===== config.mk =====
export PLATFORM = sky130hd
export DESIGN_NAME = bru_top
export DESIGN_NICKNAME = d
export VERILOG_FILES = /design/src/pkg/bru_pkg.sv /design/src/verilog/bru_decide.sv /design/src/verilog/bru_regfile.sv /design/src/verilog/bru_top.sv
export SDC_FILE = /design/constraint.sdc
export NUM_CORES = 2
export LEC_CHECK = 0
export BUFFER_PORTS_ARGS = -buffer_cell sky130_fd_sc_hd__buf_2
export CORE_ASPECT_RATIO = 0.5
export CORE_MARGIN = 3
export CORE_UTILIZATION = 45
export DETAILED_ROUTE_END_ITERATION = 10
export SLEW_MARGIN = 20
export SYNTH_ARGS = -nofsm -noshare
export SYNTH_HDL_FRONTEND = slang
export SYNTH_SLANG_ARGS = --single-unit

===== constraint.sdc =====
create_clock -name aclk -period 9.3 [get_ports aclk]
set_input_delay 2.79 -clock aclk [delete_from_list [all_inputs] [get_ports aclk]]
set_output_delay 2.79 -clock aclk [all_outputs]
set_load 0.01 [all_outputs]

===== src/pkg/bru_pkg.sv =====
package bru_pkg;
   localparam int ADDR_W = 8;
   localparam int DATA_W = 32;

   localparam logic [7:0] CTRL_OFS  = 8'h00;
   localparam logic [7:0] INSTR_OFS = 8'h04;
   localparam logic [7:0] LOC_OFS   = 8'h08;
   localparam logic [7:0] OPADR_OFS = 8'h0c;
   localparam logic [7:0] FLAGS_OFS = 8'h10;
   localparam logic [7:0] STAT_OFS  = 8'h14;
   localparam logic [7:0] NXTPC_OFS = 8'h18;
   localparam logic [7:0] GREG_OFS  = 8'h40;
   localparam logic [7:0] GREG_SPAN = 8'h40;

   localparam int CTRL_GO  = 0;
   localparam int CTRL_RX3 = 1;
   localparam int CTRL_SGN = 2;

   localparam int ST_BUSY  = 0;
   localparam int ST_DONE  = 1;
   localparam int ST_TAKEN = 2;
   localparam int ST_ILL   = 3;

   localparam int OPC_LO = 24;
   localparam int R1_LO  = 20;
   localparam int R2_LO  = 16;

   localparam logic [31:0] LEN_SHORT = 32'h2;
   localparam logic [31:0] LEN_RX    = 32'h4;
   localparam logic [31:0] LEN_RX3   = 32'h6;
   localparam logic [31:0] WORD_RST  = 32'h0;
   localparam logic [3:0]  FLAGS_RST = 4'h0;
   localparam logic [2:0]  FETCH_LAST = 3'h4;

   localparam logic [7:0] OP_TRUE_RX    = 8'h42;
   localparam logic [7:0] OP_TRUE_RR    = 8'h02;
   localparam logic [7:0] OP_TRUE_BACK  = 8'h20;
   localparam logic [7:0] OP_TRUE_FWD   = 8'h21;
   localparam logic [7:0] OP_FALSE_RX   = 8'h43;
   localparam logic [7:0] OP_FALSE_RR   = 8'h03;
   localparam logic [7:0] OP_FALSE_BACK = 8'h22;
   localparam logic [7:0] OP_FALSE_FWD  = 8'h23;
   localparam logic [7:0] OP_LINK_RX    = 8'h41;
   localparam logic [7:0] OP_LINK_RR    = 8'h01;
   localparam logic [7:0] OP_LOOP_LE    = 8'hc1;
   localparam logic [7:0] OP_LOOP_HI    = 8'hc0;

   localparam logic [1:0] RESP_OKAY   = 2'b00;
   localparam logic [1:0] RESP_SLVERR = 2'b10;
   localparam logic [1:0] RESP_DECERR = 2'b11;

   typedef enum logic [1:0] {
      BRU_IDLE  = 2'b00,
      BRU_FETCH = 2'b01,
      BRU_EXEC  = 2'b10
   } bru_state_t;
endpackage


===== src/verilog/bru_decide.sv =====
`timescale 1ns/1ps
`default_nettype none
module bru_decide (
   input  wire logic [7:0]  opcode,
   input  wire logic [3:0]  mask,
   input  wire logic [3:0]  flags,
   input  wire logic [31:0] new_index,
   input  wire logic [31:0] limit,
   input  wire logic        cmp_signed,
   output logic             is_short,
   output logic             is_back,
   output logic             is_rr,
   output logic             is_link,
   output logic             is_loop,
   output logic             legal,
   output logic             taken
);
   logic any_hit;
   logic not_above;

   always_comb
   begin
      // mask bits line up with c v g l, msb first
      any_hit   = |(mask & flags);
      not_above = cmp_signed ? ($signed(new_index) <= $signed(limit))
                             : (new_index <= limit);
      is_short  = 1'b0;
      is_back   = 1'b0;
      is_rr     = 1'b0;
      is_link   = 1'b0;
      is_loop   = 1'b0;
      legal     = 1'b1;
      taken     = 1'b0;
      case (opcode)
         bru_pkg::OP_TRUE_RX:    taken = any_hit;
         bru_pkg::OP_TRUE_RR:
         begin
            is_rr = 1'b1;
            taken = any_hit;
         end
         bru_pkg::OP_TRUE_BACK, bru_pkg::OP_TRUE_FWD:
         begin
            is_short = 1'b1;
            is_back  = (opcode == bru_pkg::OP_TRUE_BACK);
            taken    = any_hit;
         end
         bru_pkg::OP_FALSE_RX:   taken = !any_hit;
         bru_pkg::OP_FALSE_RR:
         begin
            is_rr = 1'b1;
            taken = !any_hit;
         end
         bru_pkg::OP_FALSE_BACK, bru_pkg::OP_FALSE_FWD:
         begin
            is_short = 1'b1;
            is_back  = (opcode == bru_pkg::OP_FALSE_BACK);
            taken    = !any_hit;
         end
         bru_pkg::OP_LINK_RX, bru_pkg::OP_LINK_RR:
         begin
            is_rr   = (opcode == bru_pkg::OP_LINK_RR);
            is_link = 1'b1;
            taken   = 1'b1;
         end
         bru_pkg::OP_LOOP_LE:
         begin
            is_loop = 1'b1;
            taken   = not_above;
         end
         bru_pkg::OP_LOOP_HI:
         begin
            is_loop = 1'b1;
            taken   = !not_above;
         end
         default: legal = 1'b0;
      endcase
   end
endmodule // bru_decide
`default_nettype wire


===== src/verilog/bru_regfile.sv =====
`timescale 1ns/1ps
`default_nettype none
module bru_regfile #(
   parameter int DEPTH = 16,
   parameter int WIDTH = 32
) (
   input  wire logic                     aclk,
   input  wire logic                     aresetn,
   input  wire logic                     we,
   input  wire logic [$clog2(DEPTH)-1:0] waddr,
   input  wire logic [WIDTH-1:0]         wdata,
   input  wire logic [$clog2(DEPTH)-1:0] raddr,
   output logic      [WIDTH-1:0]         rdata
);
   logic [WIDTH-1:0] mem [DEPTH];
   logic [WIDTH-1:0] rdata_ff;

   if (DEPTH < 2 || WIDTH < 1)
   begin : g_chk
      $error("bru_regfile: unsupported geometry");
   end

   // array has no reset: contents are software state
   always_ff @(posedge aclk)
   begin
      if (we)
      begin
         mem[waddr] <= wdata;
      end
   end

   always_ff @(posedge aclk)
   begin
      if (!aresetn)
      begin
         rdata_ff <= '0;
      end
      else
      begin
         rdata_ff <= mem[raddr];
      end
   end

   assign rdata = rdata_ff;
endmodule // bru_regfile
`default_nettype wire


===== src/verilog/bru_top.sv =====
`timescale 1ns/1ps
`default_nettype none
module bru_top (
   input  wire logic        aclk,
   input  wire logic        aresetn,
   input  wire logic        awvalid,
   output logic             awready,
   input  wire logic [7:0]  awaddr,
   input  wire logic        wvalid,
   output logic             wready,
   input  wire logic [31:0] wdata,
   input  wire logic [3:0]  wstrb,
   output logic             bvalid,
   input  wire logic        bready,
   output logic [1:0]       bresp,
   input  wire logic        arvalid,
   output logic             arready,
   input  wire logic [7:0]  araddr,
   output logic             rvalid,
   input  wire logic        rready,
   output logic [31:0]      rdata,
   output logic [1:0]       rresp,
   output logic             resolved,
   output logic             branch_taken,
   output logic [31:0]      redirect_pc
);
   logic               aw_held_ff;
   logic [7:0]         aw_addr_ff;
   logic               w_held_ff;
   logic [31:0]        w_data_ff;
   logic [3:0]         w_strb_ff;
   logic               bvalid_ff;
   logic [1:0]         bresp_ff;
   logic               rvalid_ff;
   logic [1:0]         rresp_ff;
   logic [31:0]        rdata_ff;
   logic               rd_pend_ff;
   logic               rx3_ff;
   logic               sgn_ff;
   logic [31:0]        instr_ff;
   logic [31:0]        loc_ff;
   logic [31:0]        opadr_ff;
   logic [3:0]         flags_ff;
   logic               done_ff;
   logic               taken_ff;
   logic               ill_ff;
   logic               resolved_ff;
   logic [31:0]        next_pc_ff;
   bru_pkg::bru_state_t state_ff;
   logic [2:0]         cnt_ff;
   logic [31:0]        idx_ff;
   logic [31:0]        inc_ff;
   logic [31:0]        lim_ff;
   logic [31:0]        r2v_ff;

   logic               busy;
   logic               wr_fire;
   logic [1:0]         wr_resp;
   logic               wr_do;
   logic               go;
   logic               ar_fire;
   logic [31:0]        rd_word;
   logic [7:0]         opcode;
   logic [3:0]         r1;
   logic [3:0]         r2;
   logic [3:0]         fetch_idx;
   logic [31:0]        new_index;
   logic [31:0]        seq_pc;
   logic [31:0]        disp;
   logic [31:0]        target;
   logic               exec_wb;
   logic [31:0]        wb_value;
   logic               mem_we;
   logic [3:0]         mem_waddr;
   logic [31:0]        mem_wdata;
   logic [3:0]         mem_raddr;
   logic [31:0]        mem_rdata;
   logic               d_short;
   logic               d_back;
   logic               d_rr;
   logic               d_link;
   logic               d_loop;
   logic               d_legal;
   logic               d_taken;

   function automatic logic is_greg(input logic [7:0] a);
      is_greg = (a >= bru_pkg::GREG_OFS) && (a < bru_pkg::GREG_OFS + bru_pkg::GREG_SPAN)
                && (a[1:0] == 2'h0);
   endfunction

   function automatic logic mapped(input logic [7:0] a);
      case (a)
         bru_pkg::CTRL_OFS, bru_pkg::INSTR_OFS, bru_pkg::LOC_OFS, bru_pkg::OPADR_OFS,
         bru_pkg::FLAGS_OFS, bru_pkg::STAT_OFS, bru_pkg::NXTPC_OFS: mapped = 1'b1;
         default: mapped = is_greg(a);
      endcase
   endfunction

   function automatic logic [31:0] merge(input logic [31:0] old, input logic [31:0] nw,
                                         input logic [3:0] strb);
      for (int i = 0; i < 4; i++)
      begin
         merge[i*8 +: 8] = strb[i] ? nw[i*8 +: 8] : old[i*8 +: 8];
      end
   endfunction

   // ---------------- bus write side
   assign busy    = (state_ff != bru_pkg::BRU_IDLE);
   assign awready = !aw_held_ff;
   assign wready  = !w_held_ff;
   assign wr_fire = aw_held_ff && w_held_ff && !bvalid_ff;
   assign wr_do   = wr_fire && (wr_resp == bru_pkg::RESP_OKAY);
   assign go      = wr_do && (aw_addr_ff == bru_pkg::CTRL_OFS) && w_strb_ff[0]
                    && w_data_ff[bru_pkg::CTRL_GO];

   // bus writes to the registers are refused while a resolution is running
   always_comb
   begin
      if (busy)
         wr_resp = bru_pkg::RESP_SLVERR;
      else if (!mapped(aw_addr_ff))
         wr_resp = bru_pkg::RESP_DECERR;
      else if (is_greg(aw_addr_ff) && (w_strb_ff != 4'hf))
         wr_resp = bru_pkg::RESP_SLVERR;
      else
         wr_resp = bru_pkg::RESP_OKAY;
   end

   always_ff @(posedge aclk)
   begin
      if (!aresetn)
      begin
         aw_held_ff <= 1'b0;
         aw_addr_ff <= '0;
         w_held_ff  <= 1'b0;
         w_data_ff  <= bru_pkg::WORD_RST;
         w_strb_ff  <= '0;
      end
      else
      begin
         if (awvalid && awready)
         begin
            aw_held_ff <= 1'b1;
            aw_addr_ff <= awaddr;
         end
         else if (wr_fire)
            aw_held_ff <= 1'b0;
         if (wvalid && wready)
         begin
            w_held_ff <= 1'b1;
            w_data_ff <= wdata;
            w_strb_ff <= wstrb;
         end
         else if (wr_fire)
            w_held_ff <= 1'b0;
      end
   end

   always_ff @(posedge aclk)
   begin
      if (!aresetn)
      begin
         bvalid_ff <= 1'b0;
         bresp_ff  <= bru_pkg::RESP_OKAY;
      end
      else if (wr_fire)
      begin
         bvalid_ff <= 1'b1;
         bresp_ff  <= wr_resp;
      end
      else if (bready)
         bvalid_ff <= 1'b0;
   end

   assign bvalid = bvalid_ff;
   assign bresp  = bresp_ff;

   always_ff @(posedge aclk)
   begin
      if (!aresetn)
      begin
         rx3_ff   <= 1'b0;
         sgn_ff   <= 1'b0;
         instr_ff <= bru_pkg::WORD_RST;
         loc_ff   <= bru_pkg::WORD_RST;
         opadr_ff <= bru_pkg::WORD_RST;
      end
      else if (wr_do)
      begin
         case (aw_addr_ff)
            bru_pkg::CTRL_OFS:
            begin
               if (w_strb_ff[0])
               begin
                  rx3_ff <= w_data_ff[bru_pkg::CTRL_RX3];
                  sgn_ff <= w_data_ff[bru_pkg::CTRL_SGN];
               end
            end
            bru_pkg::INSTR_OFS: instr_ff <= merge(instr_ff, w_data_ff, w_strb_ff);
            bru_pkg::LOC_OFS:   loc_ff   <= merge(loc_ff, w_data_ff, w_strb_ff);
            bru_pkg::OPADR_OFS: opadr_ff <= merge(opadr_ff, w_data_ff, w_strb_ff);
            default: ;
         endcase
      end
   end

   // only software ever loads the flags; resolution just reads them
   always_ff @(posedge aclk)
   begin
      if (!aresetn)
         flags_ff <= bru_pkg::FLAGS_RST;
      else if (wr_do && (aw_addr_ff == bru_pkg::FLAGS_OFS) && w_strb_ff[0])
         flags_ff <= w_data_ff[3:0];
   end

   // ---------------- bus read side
   assign arready = !rvalid_ff && !rd_pend_ff;
   assign ar_fire = arvalid && arready;

   always_comb
   begin
      rd_word = '0;
      case (araddr)
         bru_pkg::CTRL_OFS:
         begin
            rd_word[bru_pkg::CTRL_RX3] = rx3_ff;
            rd_word[bru_pkg::CTRL_SGN] = sgn_ff;
         end
         bru_pkg::INSTR_OFS: rd_word = instr_ff;
         bru_pkg::LOC_OFS:   rd_word = loc_ff;
         bru_pkg::OPADR_OFS: rd_word = opadr_ff;
         bru_pkg::FLAGS_OFS: rd_word[3:0] = flags_ff;
         bru_pkg::STAT_OFS:
         begin
            rd_word[bru_pkg::ST_BUSY]  = busy;
            rd_word[bru_pkg::ST_DONE]  = done_ff;
            rd_word[bru_pkg::ST_TAKEN] = taken_ff;
            rd_word[bru_pkg::ST_ILL]   = ill_ff;
         end
         bru_pkg::NXTPC_OFS: rd_word = next_pc_ff;
         default: ;
      endcase
   end

   // register-file reads take one extra cycle through the memory when idle; while busy they get SLVERR at once
   always_ff @(posedge aclk)
   begin
      if (!aresetn)
      begin
         rvalid_ff  <= 1'b0;
         rd_pend_ff <= 1'b0;
         rdata_ff   <= bru_pkg::WORD_RST;
         rresp_ff   <= bru_pkg::RESP_OKAY;
      end
      else if (rd_pend_ff)
      begin
         rd_pend_ff <= 1'b0;
         rvalid_ff  <= 1'b1;
         rdata_ff   <= mem_rdata;
         rresp_ff   <= bru_pkg::RESP_OKAY;
      end
      else if (ar_fire)
      begin
         if (is_greg(araddr) && !busy)
            rd_pend_ff <= 1'b1;
         else
         begin
            rvalid_ff <= 1'b1;
            rdata_ff  <= rd_word;
            if (!mapped(araddr))
               rresp_ff <= bru_pkg::RESP_DECERR;
            else if (is_greg(araddr))
               rresp_ff <= bru_pkg::RESP_SLVERR;
            else
               rresp_ff <= bru_pkg::RESP_OKAY;
         end
      end
      else if (rready)
         rvalid_ff <= 1'b0;
   end

   assign rvalid = rvalid_ff;
   assign rdata  = rdata_ff;
   assign rresp  = rresp_ff;

   // ---------------- resolution engine
   assign opcode = instr_ff[bru_pkg::OPC_LO +: 8];
   assign r1     = instr_ff[bru_pkg::R1_LO +: 4];
   assign r2     = instr_ff[bru_pkg::R2_LO +: 4];

   // 4-bit index arithmetic wraps 15 to 0 by itself
   always_comb
   begin
      case (cnt_ff)
         3'h0:    fetch_idx = r1;
         3'h1:    fetch_idx = r1 + 4'h1;
         3'h2:    fetch_idx = r1 + 4'h2;
         default: fetch_idx = r2;
      endcase
   end

   always_ff @(posedge aclk)
   begin
      if (!aresetn)
      begin
         state_ff <= bru_pkg::BRU_IDLE;
         cnt_ff   <= '0;
      end
      else
      begin
         case (state_ff)
            bru_pkg::BRU_IDLE:
            begin
               cnt_ff <= '0;
               if (go)
                  state_ff <= bru_pkg::BRU_FETCH;
            end
            bru_pkg::BRU_FETCH:
            begin
               cnt_ff <= cnt_ff + 3'h1;
               if (cnt_ff == bru_pkg::FETCH_LAST)
                  state_ff <= bru_pkg::BRU_EXEC;
            end
            bru_pkg::BRU_EXEC: state_ff <= bru_pkg::BRU_IDLE;
            default:           state_ff <= bru_pkg::BRU_IDLE;
         endcase
      end
   end

   // every operand is captured before any write-back
   always_ff @(posedge aclk)
   begin
      if (!aresetn)
      begin
         idx_ff <= bru_pkg::WORD_RST;
         inc_ff <= bru_pkg::WORD_RST;
         lim_ff <= bru_pkg::WORD_RST;
         r2v_ff <= bru_pkg::WORD_RST;
      end
      else if (state_ff == bru_pkg::BRU_FETCH)
      begin
         case (cnt_ff)
            3'h1:    idx_ff <= mem_rdata;
            3'h2:    inc_ff <= mem_rdata;
            3'h3:    lim_ff <= mem_rdata;
            3'h4:    r2v_ff <= mem_rdata;
            default: ;
         endcase
      end
   end

   bru_decide u_decide (
      .opcode     (opcode),
      .mask       (r1),
      .flags      (flags_ff),
      .new_index  (new_index),
      .limit      (lim_ff),
      .cmp_signed (sgn_ff),
      .is_short   (d_short),
      .is_back    (d_back),
      .is_rr      (d_rr),
      .is_link    (d_link),
      .is_loop    (d_loop),
      .legal      (d_legal),
      .taken      (d_taken)
   );

   assign new_index = idx_ff + inc_ff;
   assign seq_pc    = loc_ff + ((d_rr || d_short) ? bru_pkg::LEN_SHORT
                               : (rx3_ff ? bru_pkg::LEN_RX3 : bru_pkg::LEN_RX));
   assign disp      = {27'h0, r2, 1'b0};

   // targets are used as given; alignment is left to software
   always_comb
   begin
      if (d_short)
         target = d_back ? (loc_ff - disp) : (loc_ff + disp);
      else if (d_rr)
         target = r2v_ff;
      else
         target = opadr_ff;
   end

   assign exec_wb  = (state_ff == bru_pkg::BRU_EXEC) && d_legal && (d_link || d_loop);
   assign wb_value = d_link ? seq_pc : new_index;

   assign mem_we    = exec_wb || (wr_do && is_greg(aw_addr_ff));
   assign mem_waddr = busy ? r1 : aw_addr_ff[5:2];
   assign mem_wdata = busy ? wb_value : w_data_ff;
   assign mem_raddr = busy ? fetch_idx : araddr[5:2];

   bru_regfile #(
      .DEPTH (16),
      .WIDTH (bru_pkg::DATA_W)
   ) u_regs (
      .aclk    (aclk),
      .aresetn (aresetn),
      .we      (mem_we),
      .waddr   (mem_waddr),
      .wdata   (mem_wdata),
      .raddr   (mem_raddr),
      .rdata   (mem_rdata)
   );

   always_ff @(posedge aclk)
   begin
      if (!aresetn)
      begin
         done_ff     <= 1'b0;
         taken_ff    <= 1'b0;
         ill_ff      <= 1'b0;
         resolved_ff <= 1'b0;
         next_pc_ff  <= bru_pkg::WORD_RST;
      end
      else if (state_ff == bru_pkg::BRU_EXEC)
      begin
         done_ff     <= 1'b1;
         resolved_ff <= 1'b1;
         taken_ff    <= d_legal && d_taken;
         ill_ff      <= !d_legal;
         next_pc_ff  <= (d_legal && d_taken) ? target : seq_pc;
      end
      else
      begin
         resolved_ff <= 1'b0;
         if (go)
            done_ff <= 1'b0;
      end
   end

   assign resolved     = resolved_ff;
   assign branch_taken = taken_ff;
   assign redirect_pc  = next_pc_ff;
endmodule // bru_top
`default_nettype wire

# == After elaboration in Yosys (flattened, before gate mapping) ==
# Memory sizes are Yosys's and may differ from the RTL's. A register that Yosys moved wholly into a read port is not among the register bits.
# Cells that the tools add are included.
# totals
mem_bits_rw,512
reg_bits,356
memories,1
word_cells,232
input_bits,59
# op_classes
n_reduce_logical,85
bitwise,4
n_eq_ne,35
mux,57
add_sub_neg,7
order_cmp,6
# mem_list
name,depth,word_bits,rd,rd_ports_with_merged_regs,write_ports,line_no,text
u_regs.mem,16,32,1,1,1,bru_regfile.sv:15,logic [WIDTH-1:0] mem [DEPTH];
# ops
cell,count
2-to-1 mux 32 bit,9
one-hot mux 28 bit (4 select lines),1
<= comparator 32 bit,2
"equality test 8 x 5 -> 1 bit, second input constant",6
AND reduction 3 bit,13
adder 32 x 3 -> 32 bit,1
adder 32 bit,1
adder 32 x 5 -> 32 bit,1
"equality test 8 x 4 -> 1 bit, second input constant",4
"equality test 8 x 6 -> 1 bit, second input constant",4
subtractor 32 x 5 -> 32 bit,1
2-to-1 mux 1 bit,27
"equality test 8 x 7 -> 1 bit, second input constant",3
logical AND 1 bit,22
"equality test 8 x 2 -> 1 bit, second input constant",2
"equality test 8 x 3 -> 1 bit, second input constant",2
"equality test 8 bit, second input constant",2
"greater-or-equal comparator 8 x 7 -> 1 bit, second input constant",2
zero test 8 bit,2
"less-than comparator 8 bit, second input constant",2
2-to-1 mux 2 bit,8
AND reduction 2 bit,8
OR reduction 4 bit,4
one-hot mux 2 bit (7 select lines),1
32 further kinds,66

# == Logic depth before layout (Yosys ltp) ==
# logic_depth
word_depth,14
mapped_depth,26
mapped_depth_nobuf,24

# == By module ==
# From an unflattened synthesis, not the netlist that was laid out.
# hier_totals
cells_unflattened,3842
area_unflattened_um2,41179.5
# by_module_without_submodules
module,n_inst,area_each_um2,cells_per_inst,seq_area_each_um2
bru_regfile,1,20534.7,1079,16015.4
bru_top,1,19593.8,2613,7126.8
bru_decide,1,1051.0,150,0.0

# == Worst setup path after synthesis ==
# Ideal clock, no wire load.
# synth_timing
path_kind,reg-to-reg
start,reg idx_ff[0]
end,reg next_pc_ff[19] (netlist: redirect_pc[19])
slack_ns,4.362
synth_period_minus_slack_ns,4.938
setup_time_ns,0.070
stages_incl_launch_ff,26
arrival_ns,4.868
path_cell_list,dfxtp_1 > ha_1 > inv_1 > fa_1 > nor2b_1 > o2111ai_1 > a211oi_1 > nor3_1 > o31a_1 > o31ai_1 > o31a_1 > o21a_1 > nor2_1 > xnor2_1 > ha_1 > nand4_1 > nor3_1 > nand4_1 > nor3b_1 > nor3_1 > o22ai_1 > a31oi_2 > nor2_1 > buf_2 > mux2_2 > a21oi_1
# synth_via
elab_chain_len,7
word_cells_on_any_way,8
cone_classes,add/sub (1); order compare (2); mux (3); reduce/logical (2)
# synth_lines
item,line_no,text
start: declaration,bru_top.sv:51,logic [31:0] idx_ff;
start signal: assignment,bru_top.sv:335,idx_ff <= bru_pkg::WORD_RST;
start signal: assignment,bru_top.sv:343,3'h1: idx_ff <= mem_rdata;
adder 32 bit (*),bru_top.sv:368,assign new_index = idx_ff + inc_ff;
<= comparator 32 bit (on tied branches),"bru_decide.sv:26, bru_decide.sv:25",
2-to-1 mux 1 bit (*),bru_decide.sv:25,not_above = cmp_signed ? ($signed(new_index) <= $signed(limit))
zero test 1 bit,bru_decide.sv:73,taken = !not_above;
one-hot mux 1 bit (5 select lines) (*),bru_decide.sv:34,case (opcode)
logical AND 1 bit (*),bru_top.sv:421,next_pc_ff <= (d_legal && d_taken) ? target : seq_pc;
2-to-1 mux 32 bit (*),bru_top.sv:421,
end signal: assignment,bru_top.sv:413,next_pc_ff <= bru_pkg::WORD_RST;
end signal: assignment,bru_top.sv:421,
end: declaration,bru_top.sv:48,logic [31:0] next_pc_ff;
# Every way passes the cells marked *; elsewhere a longest branch is shown, timed or not.
# A chain may end at the register's enable or synchronous reset.

# == Worst setup path after layout ==
# layout_timing
start,reg idx_ff[0]
end,reg next_pc_ff[0] (netlist: redirect_pc[0])
# Same word-level chain as after synthesis.

==> results.md <==
- Clock-pin slew on the worst setup and hold paths: 0.07 ns
- Initial antenna violation count: 9
- Net count after synthesis: 4295
- Crit path capture type: register
- Critical Path Sink: redirect_pc[0]
- Total iterations of the first detailed-routing run: 6
- Final Hold Fails: 0
- Logic pwr share: 0.045
- Crit Path Class: register to register
- Slowest-stage cell, CP: a31oi_2
- Total congestion overflow: 0
- Flop pwr share: 0.526
- PD cells: 179 mW/mm^2
- Synth top cells by count: 819 x nand2_1, 512 x edfxtp_1, 453 x a21oi_1, 388 x dfxtp_1, 263 x clkbuf_1
- Place WS: 2.61 ns
- Die W: 433 um
- CP Max Fanout: 22
- RR Startpoint: idx_ff[0]
- RSZ-0062 raised after global routing: no
- Core ar.: 0.0893 mm^2
- Top Ports: 134
- Fraction of registers with async set/reset: 0
- Largest net degree at the start of global routing: 211
- Top cells by area, synth: edfxtp_1 37%, dfxtp_1 19%, nand2_1 7.5%
- Max Fclk: 0.152 GHz
- CP Depth: 24
- Most frequent cell after synthesis: nand2_1
- Postcts setup bufs: 0
- Max VDD drop: 140 uV
- Library cells used by synthesis: 67
- Crit share post-route: 0.710
- CTS H-tree lvls: 3
- Layout cell share with drive strength beyond 1: 0.0979
- Vias: 32800
- Setup WS post-layout: 2.70 ns
- Number of synthesized flops with an enable pin: 512
- First-pass GRT wire length: 196 mm
- TritonCTS clock tree: built
- Crit path cell chain: ha_1 -> inv_1 -> fa_1 -> nor2b_1 -> o2111ai_1 -> a211oi_1 -> nor3_1 -> o31a_1 -> o31ai_1 -> o31a_1 -> o21a_1 -> nor2_1 -> xnor2_1 -> ha_1 -> nand4_1 -> nor3_1 -> nand4_1 -> nor3b_1 -> a21oi_1 -> a31oi_2 -> nor2_4 -> buf_16 -> or4_1 -> nand3_1
- Mean Syn Cell Area: 9.93 um^2
- Syn Inst Count: 4129
- Area grow syn2layout: 11.8%
- CTS sink cnt: 900
- Worst Path Required: 9.93 ns
- Die height: 219 um
- Worst EP arrival: 7.23 ns
- Post-synthesis sequential area ratio: 0.564
- Synth Warn #: 0
- Hold path cells: 2
- Placer congestion estimate: 0.963
- Clk_skew: 0.0384 ns
- WL final: 133 mm
- Total global routing track utilization: 0.276
- Power share of the clock group: 0.429
- Row Count: 77
- CTS buffer count: 82
- Clock Latency Late Sink: 0.69 ns
- Sw Ratio: 0.234
- Seq cells post-synth: 900
- FF-to-FF setup slack: 2.70 ns
- Drc violations: 0
- Reg2Reg Capture Point: redirect_pc[0]
- Worst slew margin: 0.292
- Avg Vias per Cell: 6.06
- Routed Antenna Nets: 0
- Power Total: 8.20 mW
- Top_reg_cell synth: edfxtp_1
- Starting DRT DRC Count: 3525
- Fin nets: 4317
- Starting density of the core: 0.459
- Post_cts resized: 0
- Post-Syn Area: 0.0410 mm^2
- Root buffer cell: clkbuf_16
- Top delay family on crit path: compound AO/OA/AOI/OAI gates
- LEAKAGE: 15.7 nW
- Critical path buffer and inverter count: 2
- Tmin final: 6.60 ns
- Tightest Pin Transition: 1.06 ns
- Pins Over Slew Limit: 0
- Internal Pwr Total: 6.28 mW
- Vias in the first global route: 30200
- Setup violators final: 0
- PortBufs: 133
- Status: completed
- Largest area contributor in the netlist: edfxtp_1
- Clock Path Buffers: 3
- CP startpoint kind: register
- Max-cap violations: 0
- Average wire per standard cell: 24.7 um
- Setup_tns: 0 ns
- R2R depth: 24
- Worst Hold Class: register to register
- Max incr delay on CP: 0.76 ns
- Top cell type's share of synthesized area: 0.375
- Psw: 1.92 mW
- Util after Layout: 0.514
- Post-CTS Hold Fix Bufs: 0
- Post-DP HPWL: 85.4 mm
- Die ar.: 0.0950 mm^2
- CP startpoint: idx_ff[0]
-- per-layer routing --
metal,routed length [um],global-route usage
met4,5040,0.0999
met5,10,0
met1,58900,0.391
met3,10700,0.0505
met2,58800,0.425
-- worst reg2reg max path: stages, from the launching register on --
cell,delay [ns]
dfxtp_1,0.35
ha_1,0.20
inv_1,0.06
fa_1,0.41
nor2b_1,0.17
o2111ai_1,0.20
a211oi_1,0.38
nor3_1,0.19
o31a_1,0.37
o31ai_1,0.41
o31a_1,0.25
o21a_1,0.13
nor2_1,0.04
xnor2_1,0.13
ha_1,0.29
nand4_1,0.12
nor3_1,0.26
nand4_1,0.16
nor3b_1,0.38
a21oi_1,0.14
a31oi_2,0.76
nor2_4,0.27
buf_16,0.26
or4_1,0.53
nand3_1,0.09
-- worst min-delay path by stage --
stage	from	end	slack, ns
final	lim_ff[7]	lim_ff[7]	0.46
after floorplan	r2v_ff[16]	r2v_ff[16]	0.43
after global routing	lim_ff[20]	lim_ff[20]	0.46
after CTS	instr_ff[15]	instr_ff[15]	0.46
after global placement	instr_ff[12]	instr_ff[12]	0.44
after detailed placement	instr_ff[15]	instr_ff[15]	0.45
-- per-stage QoR --
stage / area (um^2) / hold WS (ns) / std cells
2_1_floorplan: 41000 / 0.433 / 4129
3_3_place_gp: 43100 / 0.443 / 5251
3_5_place_dp: 43100 / 0.447 / 5251
4_1_cts: 45800 / 0.457 / 5403
5_1_grt: 45900 / 0.464 / 5404
6_report: 45900 / 0.457 / 5405
-- power by group through the flow --
stage                     logic, mW  registers, mW  clock network (mW)
after CTS                     0.370           4.31                3.57
after floorplan               0.231           4.34                   0
final                         0.372           4.31                3.52
after detailed placement      0.369           4.39                   0
after global routing          0.407           4.31                3.74
after global placement        0.363           4.39                   0
-- flip-flops by register name (all words and copies together) (netlist names), 8 cells and up --
register / cells
inc_ff: 32
u_regs.mem: 512
rdata: 32
redirect_pc: 32
lim_ff: 32
r2v_ff: 32
w_data_ff: 32
opadr_ff: 32
loc_ff: 32
aw_addr_ff: 8
u_regs.rdata: 32
instr_ff: 32
idx_ff: 32
-- area by class of cell --
| class | instances | area, um^2 |
|---|---|---|
| antenna | 1 | 2.50 |
| clock buffer | 105 | 2230 |
| clock inverter | 47 | 527 |
| fill | 8033 | 43400 |
| inverter | 73 | 282 |
| multi-input combinational | 2870 | 16800 |
| sequential | 900 | 23100 |
| tap | 1185 | 1480 |
| timing repair buffer | 224 | 1410 |
-- cell usage in the layout, fill, tap and decap left out, types with 16 or more instances in the layout --
cell / count
nand2_1: 818
edfxtp_1: 512
a21oi_1: 450
dfxtp_1: 387
a211oi_1: 207
nor2_1: 169
nand3_1: 149
buf_2: 133
and2_1: 118
ha_1: 104
buf_4: 87
a31oi_1: 84
o21ai_0: 83
clkbuf_16: 83
inv_1: 72
a22oi_1: 70
a311oi_1: 66
xnor2_1: 57
mux2i_1: 51
nor2b_1: 46
a21o_1: 41
nor3_1: 34
a221oi_1: 32
xor2_1: 24
nor2_4: 19
and2_0: 19
nand4_1: 18
o21ai_1: 16
-- kinds of logic after synthesis --
| kind of cell | share of synthesized area |
|---|---|
| muxes | 0.0156 |
| AOI/OAI and AO/OA | 0.178 |
| buffers and inverters | 0.0334 |
| and+or+nand+nor | 0.158 |
| adders and majority gates | 0.0332 |
| DFF | 0.564 |
| xor gates and xnor gates | 0.0173 |
Power figures use the tool's default switching activity.
